## src/quad_conv_pkg.sv

```systemverilog
// constants, types and timing counts for the absolute to quadrature converter
// Functional notes
// - locked mode samples only on a controller incremental strobe
// - free-running mode samples and emits the change every millisecond
// - emit new minus held position, then hold the new position
// - A leads B for positive motion, B leads A for negative
// - quadrature edges leave at a fixed rate, whatever the backlog
// - one count is one edge on either channel; controller decodes 4X
// - absolute request streams the whole absolute position as counts
// - absolute streaming always runs positive, A leading B
// - output starts from power-up without any absolute update
// - transducer fault: red flashes, quadrature stops, relay drops
// - reserved mode selector setting raises a configuration fault
// - missing serial data signal raises a transducer fault
// - no position within 100 ms raises a timeout fault
// - strobe fault: red/green alternate, free-run fallback, relay drops
// - locked mode flags loss when incremental strobes stop
// - missing second absolute pulse in its window raises a fault
// - strobe timing violations raise a strobe-cycle fault
// - absolute request clears an incremental strobe loss fault
// - internal fault: both red solid, both outputs stop, relays drop
// - no fault, no strobe yet: green flashes, axis runs free
// - waiting locked axis takes either strobe; free axis only absolute
// - after a strobe with no fault: solid green, configured mode, relay on
// - one common reset serves both axes
// - resolution 0..B gives 2^7..2^18, C..F give 2^21,22,24,25
// - mode bit3 multi turn, bit2 binary, bit1 free-run, odd reserved
package quad_conv_pkg;
    localparam int CLK_HZ = 200_000_000;
    localparam int QUAD_HZ = 800_000;
    localparam int EDGE_CYC = CLK_HZ / (QUAD_HZ * 4);
    localparam logic [6:0] EDGE_LAST = 7'(EDGE_CYC - 1);
    localparam int FREE_US = 1000;
    localparam int FREE_CYC = CLK_HZ / 1_000_000 * FREE_US;
    localparam int TMO_MS = 100;
    localparam int TMO_CYC = CLK_HZ / 1000 * TMO_MS;
    localparam int STB_MIN_NS = 1000;
    localparam int STB_MIN_CYC = (STB_MIN_NS * (CLK_HZ / 1_000_000) + 999) / 1000;
    localparam int ABS_PULSE_US = 10;
    localparam int ABS_PULSE_CYC = CLK_HZ / 1_000_000 * ABS_PULSE_US;
    localparam int ABS_WIN_US = 20;
    localparam int ABS_WIN_CYC = CLK_HZ / 1_000_000 * ABS_WIN_US;
    localparam int INC_MIN_US = 100;
    localparam int INC_MIN_CYC = CLK_HZ / 1_000_000 * INC_MIN_US;
    localparam int INC_LOSS_MS = 5;
    localparam int INC_LOSS_CYC = CLK_HZ / 1000 * INC_LOSS_MS;
    localparam int BLINK_MS = 250;
    localparam int BLINK_CYC = CLK_HZ / 1000 * BLINK_MS;
    localparam int CW = 26;
    localparam logic [7:0] A_CFG0 = 8'h00;
    localparam logic [7:0] A_CFG1 = 8'h04;
    localparam logic [7:0] A_STAT = 8'h08;
    localparam logic [7:0] CFG_RST = 8'h00;
    localparam int MODE_RSV = 0;
    localparam int MODE_FREE = 1;
    localparam int MODE_BIN = 2;
    localparam int MODE_MULTI = 3;
    localparam int ST_HW_BIT = 16;
    localparam int ST_RELAY_LSB = 17;
    typedef enum logic [1:0] {
        ST_WAIT = 2'b00,
        ST_RUN = 2'b01,
        ST_ABS = 2'b10
    } axst_e;
endpackage : quad_conv_pkg

```

## src/quad_emitter.sv

```systemverilog
// quadrature edge generator with pending count accumulator
`timescale 1ns/1ps
module quad_emitter
    import quad_conv_pkg::*;
#(
    parameter int PW = 33
) (
    // clock and reset
    input wire logic clk,
    input wire logic rstN,
    // control
    input wire logic inhibit,
    input wire logic load,
    input wire logic signed [PW-1:0] loadVal,
    // outputs
    output logic chA,
    output logic chB,
    output logic idle
);
    typedef struct packed {
        logic signed [PW+1:0] pend;
        logic [6:0] div;
        logic [1:0] ph;
        logic a;
        logic b;
        logic idle;
    } qe_s;

    qe_s state_ff;
    qe_s nxt_state;

    always_comb begin
        logic stepOk;
        logic signed [PW+1:0] p;
        stepOk = 1'b0;
        p = '0;
        nxt_state = state_ff;
        if (state_ff.div == EDGE_LAST) begin
            nxt_state.div = '0;
            stepOk = 1'b1;
        end else begin
            nxt_state.div = state_ff.div + 7'h01;
        end
        if (inhibit) begin
            nxt_state.pend = '0;
            nxt_state.div = '0;
        end else begin
            p = state_ff.pend;
            if (load) begin
                p = p + (PW + 2)'(loadVal);
            end
            if (stepOk && p > 0) begin
                nxt_state.ph = state_ff.ph + 2'h1;
                p = p - (PW + 2)'(1);
            end else if (stepOk && p < 0) begin
                nxt_state.ph = state_ff.ph - 2'h1;
                p = p + (PW + 2)'(1);
            end
            nxt_state.pend = p;
        end
        nxt_state.a = nxt_state.ph[1] ^ nxt_state.ph[0];
        nxt_state.b = nxt_state.ph[1];
        nxt_state.idle = (nxt_state.pend == '0);
    end

    always_ff @(posedge clk or negedge rstN) begin
        if (!rstN) begin
            state_ff <= '{pend: '0, div: '0, ph: '0, a: 1'b0, b: 1'b0, idle: 1'b1};
        end else begin
            state_ff <= nxt_state;
        end
    end

    assign chA = state_ff.a;
    assign chB = state_ff.b;
    assign idle = state_ff.idle;
endmodule : quad_emitter

```

## src/abs_quad_converter.sv

```systemverilog
// two-axis absolute position to 4x quadrature converter with wishbone registers
//
// The Wishbone interface to the registers and the register addresses were chosen for this implementation.
`timescale 1ns/1ps
module abs_quad_converter
    import quad_conv_pkg::*;
#(
    parameter int FREE_P = FREE_CYC,
    parameter int TMO_P = TMO_CYC,
    parameter int INC_MIN_P = INC_MIN_CYC,
    parameter int INC_LOSS_P = INC_LOSS_CYC,
    parameter int BLINK_P = BLINK_CYC
) (
    // clock and reset
    input wire logic clk,
    input wire logic nrst,
    // wishbone slave
    input wire logic cyc_i,
    input wire logic stb_i,
    input wire logic we_i,
    input wire logic [7:0] adr_i,
    input wire logic [31:0] dat_i,
    input wire logic [3:0] sel_i,
    output logic [31:0] dat_o,
    output logic ack_o,
    // controller strobes, active low pins
    input wire logic [1:0] strobeN,
    // transducer side
    input wire logic [1:0] serialDataMissing,
    input wire logic internalFault,
    output logic [1:0] sampleReq,
    input wire logic [1:0] posValid,
    input wire logic [1:0][31:0] posData,
    // quadrature outputs
    output logic [1:0] chA,
    output logic [1:0] chB,
    // indicators and relays
    output logic [1:0] ledRed,
    output logic [1:0] ledGreen,
    output logic [1:0] relayOn
);
    typedef struct packed {
        axst_e st;
        logic stbPrev;
        logic [CW-1:0] wid;
        logic [CW-1:0] gap;
        logic [CW-1:0] tmo;
        logic absArm;
        logic incSeen;
        logic absFlag;
        logic waitPos;
        logic refOk;
        logic [31:0] refPos;
        logic ldV;
        logic signed [32:0] ldVal;
        logic req;
        logic fTmo;
        logic fAbsLoss;
        logic fIncLoss;
        logic fTiming;
        logic inh;
        logic red;
        logic green;
        logic relay;
    } axis_s;

    typedef struct packed {
        logic ack;
        logic [31:0] rdat;
        logic [1:0][7:0] cfg;
        logic [1:0] stbS1;
        logic [1:0] stbS2;
        logic [1:0] lbS1;
        logic [1:0] lbS2;
        logic hwS1;
        logic hwS2;
        logic [CW-1:0] tick;
        logic [CW-1:0] blink;
        logic blinkOn;
        axis_s [1:0] ax;
    } top_s;

    function automatic logic [CW-1:0] satInc(input logic [CW-1:0] v);
        return (v == '1) ? v : v + CW'(1);
    endfunction : satInc

    function automatic logic [4:0] resBits(input logic [3:0] sel);
        unique case (sel)
            4'hc: return 5'd21;
            4'hd: return 5'd22;
            4'he: return 5'd24;
            4'hf: return 5'd25;
            default: return 5'(sel) + 5'h07;
        endcase
    endfunction : resBits

    function automatic logic [31:0] posConv(input logic [31:0] raw, input logic [7:0] cfg);
        logic [31:0] v;
        logic [4:0] nb;
        v = raw;
        nb = resBits(cfg[3:0]);
        if (!cfg[4 + MODE_BIN]) begin
            for (int k = 30; k >= 0; k--) begin
                v[k] = v[k+1] ^ raw[k];
            end
        end
        if (!cfg[4 + MODE_MULTI]) begin
            v = v & ((32'h1 << nb) - 32'h1);
        end
        return v;
    endfunction : posConv

    function automatic logic signed [32:0] wrapDelta(input logic [31:0] d, input logic [7:0] cfg);
        logic [31:0] t;
        logic [5:0] sh;
        t = d;
        sh = 6'h00;
        if (!cfg[4 + MODE_MULTI]) begin
            sh = 6'd32 - {1'b0, resBits(cfg[3:0])};
            t = d << sh;
            t = 32'($signed(t) >>> sh);
        end
        return {t[31], t};
    endfunction : wrapDelta

    logic [1:0] rstSync_ff;
    logic rstN;
    top_s state_ff;
    top_s nxt_state;
    logic [1:0] quadIdle;

    // reset release synchroniser, common to both axes
    always_ff @(posedge clk or negedge nrst) begin
        if (!nrst) begin
            rstSync_ff <= 2'b00;
        end else begin
            rstSync_ff <= {rstSync_ff[0], 1'b1};
        end
    end
    assign rstN = rstSync_ff[1];

    always_comb begin
        logic [1:0] fall;
        logic [1:0] absReq;
        logic [1:0] incStb;
        logic [1:0] viol;
        logic [1:0] absLossEv;
        logic [1:0] incLossEv;
        logic [1:0] locked;
        logic [1:0] cfgErr;
        logic [1:0] xf;
        logic [1:0] ef;
        logic [1:0] trig;
        logic [31:0] p;
        logic tickHit;
        logic hw;
        fall = '0;
        absReq = '0;
        incStb = '0;
        viol = '0;
        absLossEv = '0;
        incLossEv = '0;
        locked = '0;
        cfgErr = '0;
        xf = '0;
        ef = '0;
        trig = '0;
        p = '0;
        tickHit = 1'b0;
        hw = 1'b0;
        nxt_state = state_ff;
        // pin synchronisers
        nxt_state.stbS1 = ~strobeN;
        nxt_state.stbS2 = state_ff.stbS1;
        nxt_state.lbS1 = serialDataMissing;
        nxt_state.lbS2 = state_ff.lbS1;
        nxt_state.hwS1 = internalFault;
        nxt_state.hwS2 = state_ff.hwS1;
        hw = state_ff.hwS2;
        // millisecond timebase and blink timer
        tickHit = (state_ff.tick == CW'(FREE_P - 1));
        nxt_state.tick = tickHit ? '0 : state_ff.tick + CW'(1);
        if (state_ff.blink == CW'(BLINK_P - 1)) begin
            nxt_state.blink = '0;
            nxt_state.blinkOn = !state_ff.blinkOn;
        end else begin
            nxt_state.blink = state_ff.blink + CW'(1);
        end
        // wishbone slave, one wait state, ack drops after one cycle
        nxt_state.ack = cyc_i && stb_i && !state_ff.ack;
        nxt_state.rdat = '0;
        if (cyc_i && stb_i && !state_ff.ack) begin
            case (adr_i)
                A_CFG0: begin
                    nxt_state.rdat = {24'h000000, state_ff.cfg[0]};
                    if (we_i && sel_i[0]) begin
                        nxt_state.cfg[0] = dat_i[7:0];
                    end
                end
                A_CFG1: begin
                    nxt_state.rdat = {24'h000000, state_ff.cfg[1]};
                    if (we_i && sel_i[0]) begin
                        nxt_state.cfg[1] = dat_i[7:0];
                    end
                end
                A_STAT: begin
                    for (int i = 0; i < 2; i++) begin
                        nxt_state.rdat[i*8 +: 8] = {state_ff.ax[i].fTiming,
                            state_ff.ax[i].fIncLoss, state_ff.ax[i].fAbsLoss,
                            state_ff.ax[i].fTmo, state_ff.lbS2[i],
                            state_ff.cfg[i][4 + MODE_RSV], state_ff.ax[i].st};
                        nxt_state.rdat[ST_RELAY_LSB + i] = state_ff.ax[i].relay;
                    end
                    nxt_state.rdat[ST_HW_BIT] = hw;
                end
                default: nxt_state.rdat = '0;
            endcase
        end
        for (int i = 0; i < 2; i++) begin
            cfgErr[i] = state_ff.cfg[i][4 + MODE_RSV];
            locked[i] = !state_ff.cfg[i][4 + MODE_FREE];
            xf[i] = cfgErr[i] | state_ff.lbS2[i] | state_ff.ax[i].fTmo;
            ef[i] = state_ff.ax[i].fAbsLoss | state_ff.ax[i].fIncLoss
                | state_ff.ax[i].fTiming;
            // strobe pulse classification at the end of each pulse
            fall[i] = state_ff.ax[i].stbPrev && !state_ff.stbS2[i];
            nxt_state.ax[i].stbPrev = state_ff.stbS2[i];
            nxt_state.ax[i].wid = state_ff.stbS2[i] ? satInc(state_ff.ax[i].wid) : '0;
            nxt_state.ax[i].gap = fall[i] ? '0 : satInc(state_ff.ax[i].gap);
            if (fall[i]) begin
                if (state_ff.ax[i].wid < CW'(STB_MIN_CYC)) begin
                    viol[i] = 1'b1;
                end else if (state_ff.ax[i].absArm) begin
                    absReq[i] = 1'b1;
                    nxt_state.ax[i].absArm = 1'b0;
                end else if (state_ff.ax[i].wid >= CW'(ABS_PULSE_CYC)) begin
                    nxt_state.ax[i].absArm = 1'b1;
                end else if (state_ff.ax[i].incSeen
                        && state_ff.ax[i].gap < CW'(INC_MIN_P)) begin
                    viol[i] = 1'b1;
                end else begin
                    incStb[i] = 1'b1;
                    nxt_state.ax[i].incSeen = 1'b1;
                end
            end else if (state_ff.ax[i].absArm
                    && state_ff.ax[i].gap >= CW'(ABS_WIN_CYC)) begin
                absLossEv[i] = 1'b1;
                nxt_state.ax[i].absArm = 1'b0;
            end
            incLossEv[i] = locked[i] && state_ff.ax[i].st == ST_RUN
                && state_ff.ax[i].incSeen && !state_ff.stbS2[i]
                && state_ff.ax[i].gap >= CW'(INC_LOSS_P);
            nxt_state.ax[i].fTiming = viol[i] | state_ff.ax[i].fTiming;
            nxt_state.ax[i].fAbsLoss = absLossEv[i] | state_ff.ax[i].fAbsLoss;
            nxt_state.ax[i].fIncLoss = incLossEv[i] | (state_ff.ax[i].fIncLoss && !absReq[i]);
            // axis state
            unique case (state_ff.ax[i].st)
                ST_WAIT: begin
                    if (absReq[i]) begin
                        nxt_state.ax[i].st = ST_ABS;
                    end else if (incStb[i] && locked[i]) begin
                        nxt_state.ax[i].st = ST_RUN;
                    end
                end
                ST_RUN: begin
                    if (absReq[i]) begin
                        nxt_state.ax[i].st = ST_ABS;
                    end
                end
                ST_ABS: begin
                    if (!state_ff.ax[i].absFlag && !state_ff.ax[i].waitPos
                            && !state_ff.ax[i].ldV && quadIdle[i]) begin
                        nxt_state.ax[i].st = ST_RUN;
                    end
                end
                default: nxt_state.ax[i].st = ST_WAIT;
            endcase
            // sample trigger: timebase when running free, strobe when locked
            if (!locked[i] || state_ff.ax[i].st == ST_WAIT || ef[i]) begin
                trig[i] = tickHit && state_ff.ax[i].st != ST_ABS;
            end else begin
                trig[i] = incStb[i] && state_ff.ax[i].st != ST_ABS;
            end
            nxt_state.ax[i].req = 1'b0;
            nxt_state.ax[i].ldV = 1'b0;
            nxt_state.ax[i].tmo = posValid[i] ? '0 : satInc(state_ff.ax[i].tmo);
            nxt_state.ax[i].fTmo = !posValid[i]
                && (state_ff.ax[i].fTmo || state_ff.ax[i].tmo >= CW'(TMO_P - 1));
            if (posValid[i]) begin
                nxt_state.ax[i].waitPos = 1'b0;
                p = posConv(posData[i], state_ff.cfg[i]);
                nxt_state.ax[i].refPos = p;
                nxt_state.ax[i].refOk = 1'b1;
                if (state_ff.ax[i].absFlag) begin
                    nxt_state.ax[i].ldV = 1'b1;
                    nxt_state.ax[i].ldVal = {1'b0, p};
                    nxt_state.ax[i].absFlag = 1'b0;
                end else if (state_ff.ax[i].refOk) begin
                    nxt_state.ax[i].ldV = 1'b1;
                    nxt_state.ax[i].ldVal = wrapDelta(p - state_ff.ax[i].refPos,
                        state_ff.cfg[i]);
                end
            end
            if (absReq[i]) begin
                nxt_state.ax[i].absFlag = 1'b1;
            end
            if ((trig[i] || absReq[i]) && (!state_ff.ax[i].waitPos || posValid[i])) begin
                nxt_state.ax[i].req = 1'b1;
                nxt_state.ax[i].waitPos = 1'b1;
            end
            // indicators, relay and output inhibit
            nxt_state.ax[i].inh = xf[i] | hw;
            nxt_state.ax[i].relay = !(xf[i] | hw | ef[i]);
            if (hw) begin
                nxt_state.ax[i].red = 1'b1;
                nxt_state.ax[i].green = 1'b0;
            end else if (xf[i]) begin
                nxt_state.ax[i].red = state_ff.blinkOn;
                nxt_state.ax[i].green = 1'b0;
            end else if (ef[i]) begin
                nxt_state.ax[i].red = state_ff.blinkOn;
                nxt_state.ax[i].green = !state_ff.blinkOn;
            end else if (state_ff.ax[i].st == ST_WAIT) begin
                nxt_state.ax[i].red = 1'b0;
                nxt_state.ax[i].green = state_ff.blinkOn;
            end else begin
                nxt_state.ax[i].red = 1'b0;
                nxt_state.ax[i].green = 1'b1;
            end
        end
    end

    always_ff @(posedge clk or negedge rstN) begin
        if (!rstN) begin
            state_ff <= '0;
        end else begin
            state_ff <= nxt_state;
        end
    end

    for (genvar g = 0; g < 2; g++) begin : gAxis
        quad_emitter #(
            .PW(33)
        ) uQuad (
            .clk(clk),
            .rstN(rstN),
            .inhibit(state_ff.ax[g].inh),
            .load(state_ff.ax[g].ldV),
            .loadVal(state_ff.ax[g].ldVal),
            .chA(chA[g]),
            .chB(chB[g]),
            .idle(quadIdle[g])
        );
        assign sampleReq[g] = state_ff.ax[g].req;
        assign ledRed[g] = state_ff.ax[g].red;
        assign ledGreen[g] = state_ff.ax[g].green;
        assign relayOn[g] = state_ff.ax[g].relay;
    end

    assign dat_o = state_ff.rdat;
    assign ack_o = state_ff.ack;
endmodule : abs_quad_converter

```

## config.mk

```make
export PLATFORM = sky130hd
export DESIGN_NAME = abs_quad_converter
export DESIGN_NICKNAME = d
export VERILOG_FILES = /design/src/quad_conv_pkg.sv /design/src/quad_emitter.sv /design/src/abs_quad_converter.sv
export SDC_FILE = /design/constraint.sdc
export NUM_CORES = 2
export LEC_CHECK = 0
export BUFFER_PORTS_ARGS = -buffer_cell sky130_fd_sc_hd__buf_2
export CAP_MARGIN = 20
export CORE_MARGIN = 2
export CORE_UTILIZATION = 35
export DETAILED_ROUTE_END_ITERATION = 8
export PLACE_DENSITY_LB_ADDON = 0.12
export SETUP_SLACK_MARGIN = 0.02
export SLEW_MARGIN = 20
export SYNTH_ARGS = -nofsm -noshare
export SYNTH_HDL_FRONTEND = slang
export SYNTH_HIERARCHICAL = 1
export SYNTH_SLANG_ARGS = --single-unit
```

## constraint.sdc

```tcl
create_clock -name clk -period 14 [get_ports clk]
set_input_delay 1.4 -clock clk [delete_from_list [all_inputs] [get_ports clk]]
set_output_delay 1.4 -clock clk [all_outputs]
set_load 0.02 [all_outputs]
```

==> metrics.cfg <==
[route]
drt-initial-drc-count=4338
wirelength_mm=176
wl_per_cell_um=22.2
via_per_inst=5.95
vias=47100
drt_first_pass_iters=6
ant_nets=0
drc_errors=0

[synthesis]
synth-seq-area-share=0.268
synth_edf_count=0
syn_area_per_cell_um2=7.81
synth_commonest_cells=nor2_1, nand2_1, dfrtp_1
ys_warn_count=6
async_flop_share=1.00
synthesis.area_um2=48200
yosysMostFrequentCell=nor2_1
synth_top_area_cell=dfrtp_1
synth_cells=6168
synthDistinctLibCells=145
yosys.area.top_type_share=0.267
ys_ff_latch=515
yosys-top-cells-area=dfrtp_1, nor2_1, nand2_1
synth-main-ff-cell=dfrtp_1

[sta]
finalCritPeriodShare=0.810
relSlewSlack=0.274
worst_slew_pin_slew_ps=1080
finalSetupTns_ps=0
drv_slew=0
period_needed_ps=11340
max_freq_mhz=88.2
final-setup-viol-count=0
hold_viol_final=0
finClkSkew_ps=36.8
rsz0062_at_grt=no

[cts]
htreeDepth=3
cts_hold_buffers=0
clkSlewWorstSetupHoldPaths_ps=60
cts_sinks=515
cts.path.max_buffers=3
cts_buffers=70
cts_setup_buffers=0
root_buffer=clkbuf_16
post_cts_resized=0
cts_tree=yes
clk-insertion-delay-late_ps=660

[grt]
grt_pass1_vias=44500
grt_start_max_net_pins=171
grt_pass1_wl_mm=272
grt_overflow=0
track_usage=0.245
antenna_found_initial=11

[worst_setup_path]
slowest_delay_ps=740
cp_slowest_cell=xnor2_1
cp.arrival_ps=11860
cp-start-kind=input port
critical_path_class=in -> reg
cp_max_fo=6
crit_required_ps=14520
cp-end-kind=register

[floorplan]
coreArea_um2=137000
die-area_um2=141000
placementRows=136
start_util=0.352
die_h_um=375
die_x_um=375
pin_count=165

[finish]
final_nets=6363
final_cell_count_no_fill=7919
fin_area_um2=52400
nFillCells=14200
area_delta_synth_final_pct=8.82
drive_gt1_frac=0.0940
final_core_util=0.383

[place]
place_inst=7787
port_buffers=124
gp_congestion=0.953
dpl.hpwl_mm=133
placed_area_um2=50100

[pwr]
powerDensity_nw_per_um2=267
ir_drop_uv=190
p_total_w=0.0140
p_leak_nw=21.9

[min_path]
worstHoldPathType=reg -> async

[flow_run]
max_cap_viol_count=0

[status]
status=finished, final reports clean

==> per-stage QoR <==
| step | setup slack [ps] | hold slack (ps) |
|---|---|---|
| global route | 1910 | 350 |
| floorplan | 3910 | 331 |
| global placement | 2200 | 330 |
| CTS | 2880 | 336 |
| detailed placement | 2200 | 333 |
| finish | 2660 | 313 |
==> cell usage in the layout, fill, tap and decap left out, drive strengths merged, types with 53 or more instances in the layout <==
cell type and count:
nor2 738, a21o 90, dfrtp 513, o211ai 86, mux2i 90, and2 57
and3 86, o21a 56, nand2 634, nand3 230, clkbuf 102, o21ai 423
xor2 201, inv 184, nand2b 61, a31oi 94, buf 201, ha 172
nor4 68, xnor2 218, a211oi 89, nor2b 53, a21oi 424, or3 73
nor3 181, nand4 113
==> power breakdown <==
| part | leakage (nW) | internal (W) | switching [W] | total (W) |
|---|---|---|---|---|
| combinational | 13.9 | 0.00370 | 0.00658 | 0.0103 |
| clock | 1.14 | 0.00111 | 0.000728 | 0.00184 |
| sequential | 6.86 | 0.00170 | 0.000180 | 0.00188 |
==> critical path: cells and delay by family <==
family                     cells  cell delay (ps)
muxes                          1              360
and+or+nand+nor                5             1010
buffers and inverters          2              160
xor gates and xnor gates      15             5020
AOI/OAI and AO/OA             12             3330
adders and majority gates      2              560
==> registers in the layout, indices dropped and copies added (netlist names) <==
register              cells
ack_o                     1
dat_o                    19
gAxis.uQuad/chA           2
gAxis.uQuad/chB           2
gAxis.uQuad/idle          2
gAxis.uQuad/state_ff     86
ledGreen                  2
ledRed                    2
nxt_state                 7
relayOn                   2
rstSync_ff                2
sampleReq                 2
state_ff                386
==> layout make-up <==
class                      count  area, um^2  share of cell area
clock buffer                 101        2050              0.0392
tap                         1794        2240              0.0428
multi-input combinational   5091       33000               0.630
sequential                   515       12900               0.246
inverter                     187         702              0.0134
antenna                        5        12.5            0.000239
timing repair buffer         202        1230              0.0235
clock inverter                24         278             0.00530
==> metal layers <==
metal	wire length, um	GRT usage	vias up	part of all wire
li1	-	-	22500	-
met1	82900	0.351	22700	0.47
met2	76300	0.373	1575	0.43
met3	11600	0.0380	278	0.066
met4	5280	0.0791	12	0.030
met5	79	0	-	0.00045
==> cell families (layout without fill, tap and decap cells) <==
family                     after synthesis  in the layout  synth area share
muxes                                  167            167            0.0440
other                                    2             19          0.000156
buffers and inverters                  574            514            0.0511
and+or+nand+nor                       2478           2478             0.248
AOI/OAI and AO/OA                     1826           1826             0.259
xor gates and xnor gates               430            430            0.0835
adders and majority gates              176            176            0.0463
DFF                                    515            515             0.268
==> worst paths after layout <==
kind	from	to	slack, ps	cells after the start
max	posData[30]	state_ff[16]	2660	37
min	rstSync_ff[1]	dat_o[5]	310	0
max reg2reg	state_ff[393]	state_ff[175]	2720	32
min reg2reg	rstSync_ff[1]	dat_o[5]	310	0
max in group asynchronous	rstSync_ff[1]	gAxis[1].uQuad/state_ff[31]	10870	3
min in group clk	nxt_state[382]	nxt_state[319]	350	0
No activity file was read; power rests on OpenSTA's default activity.
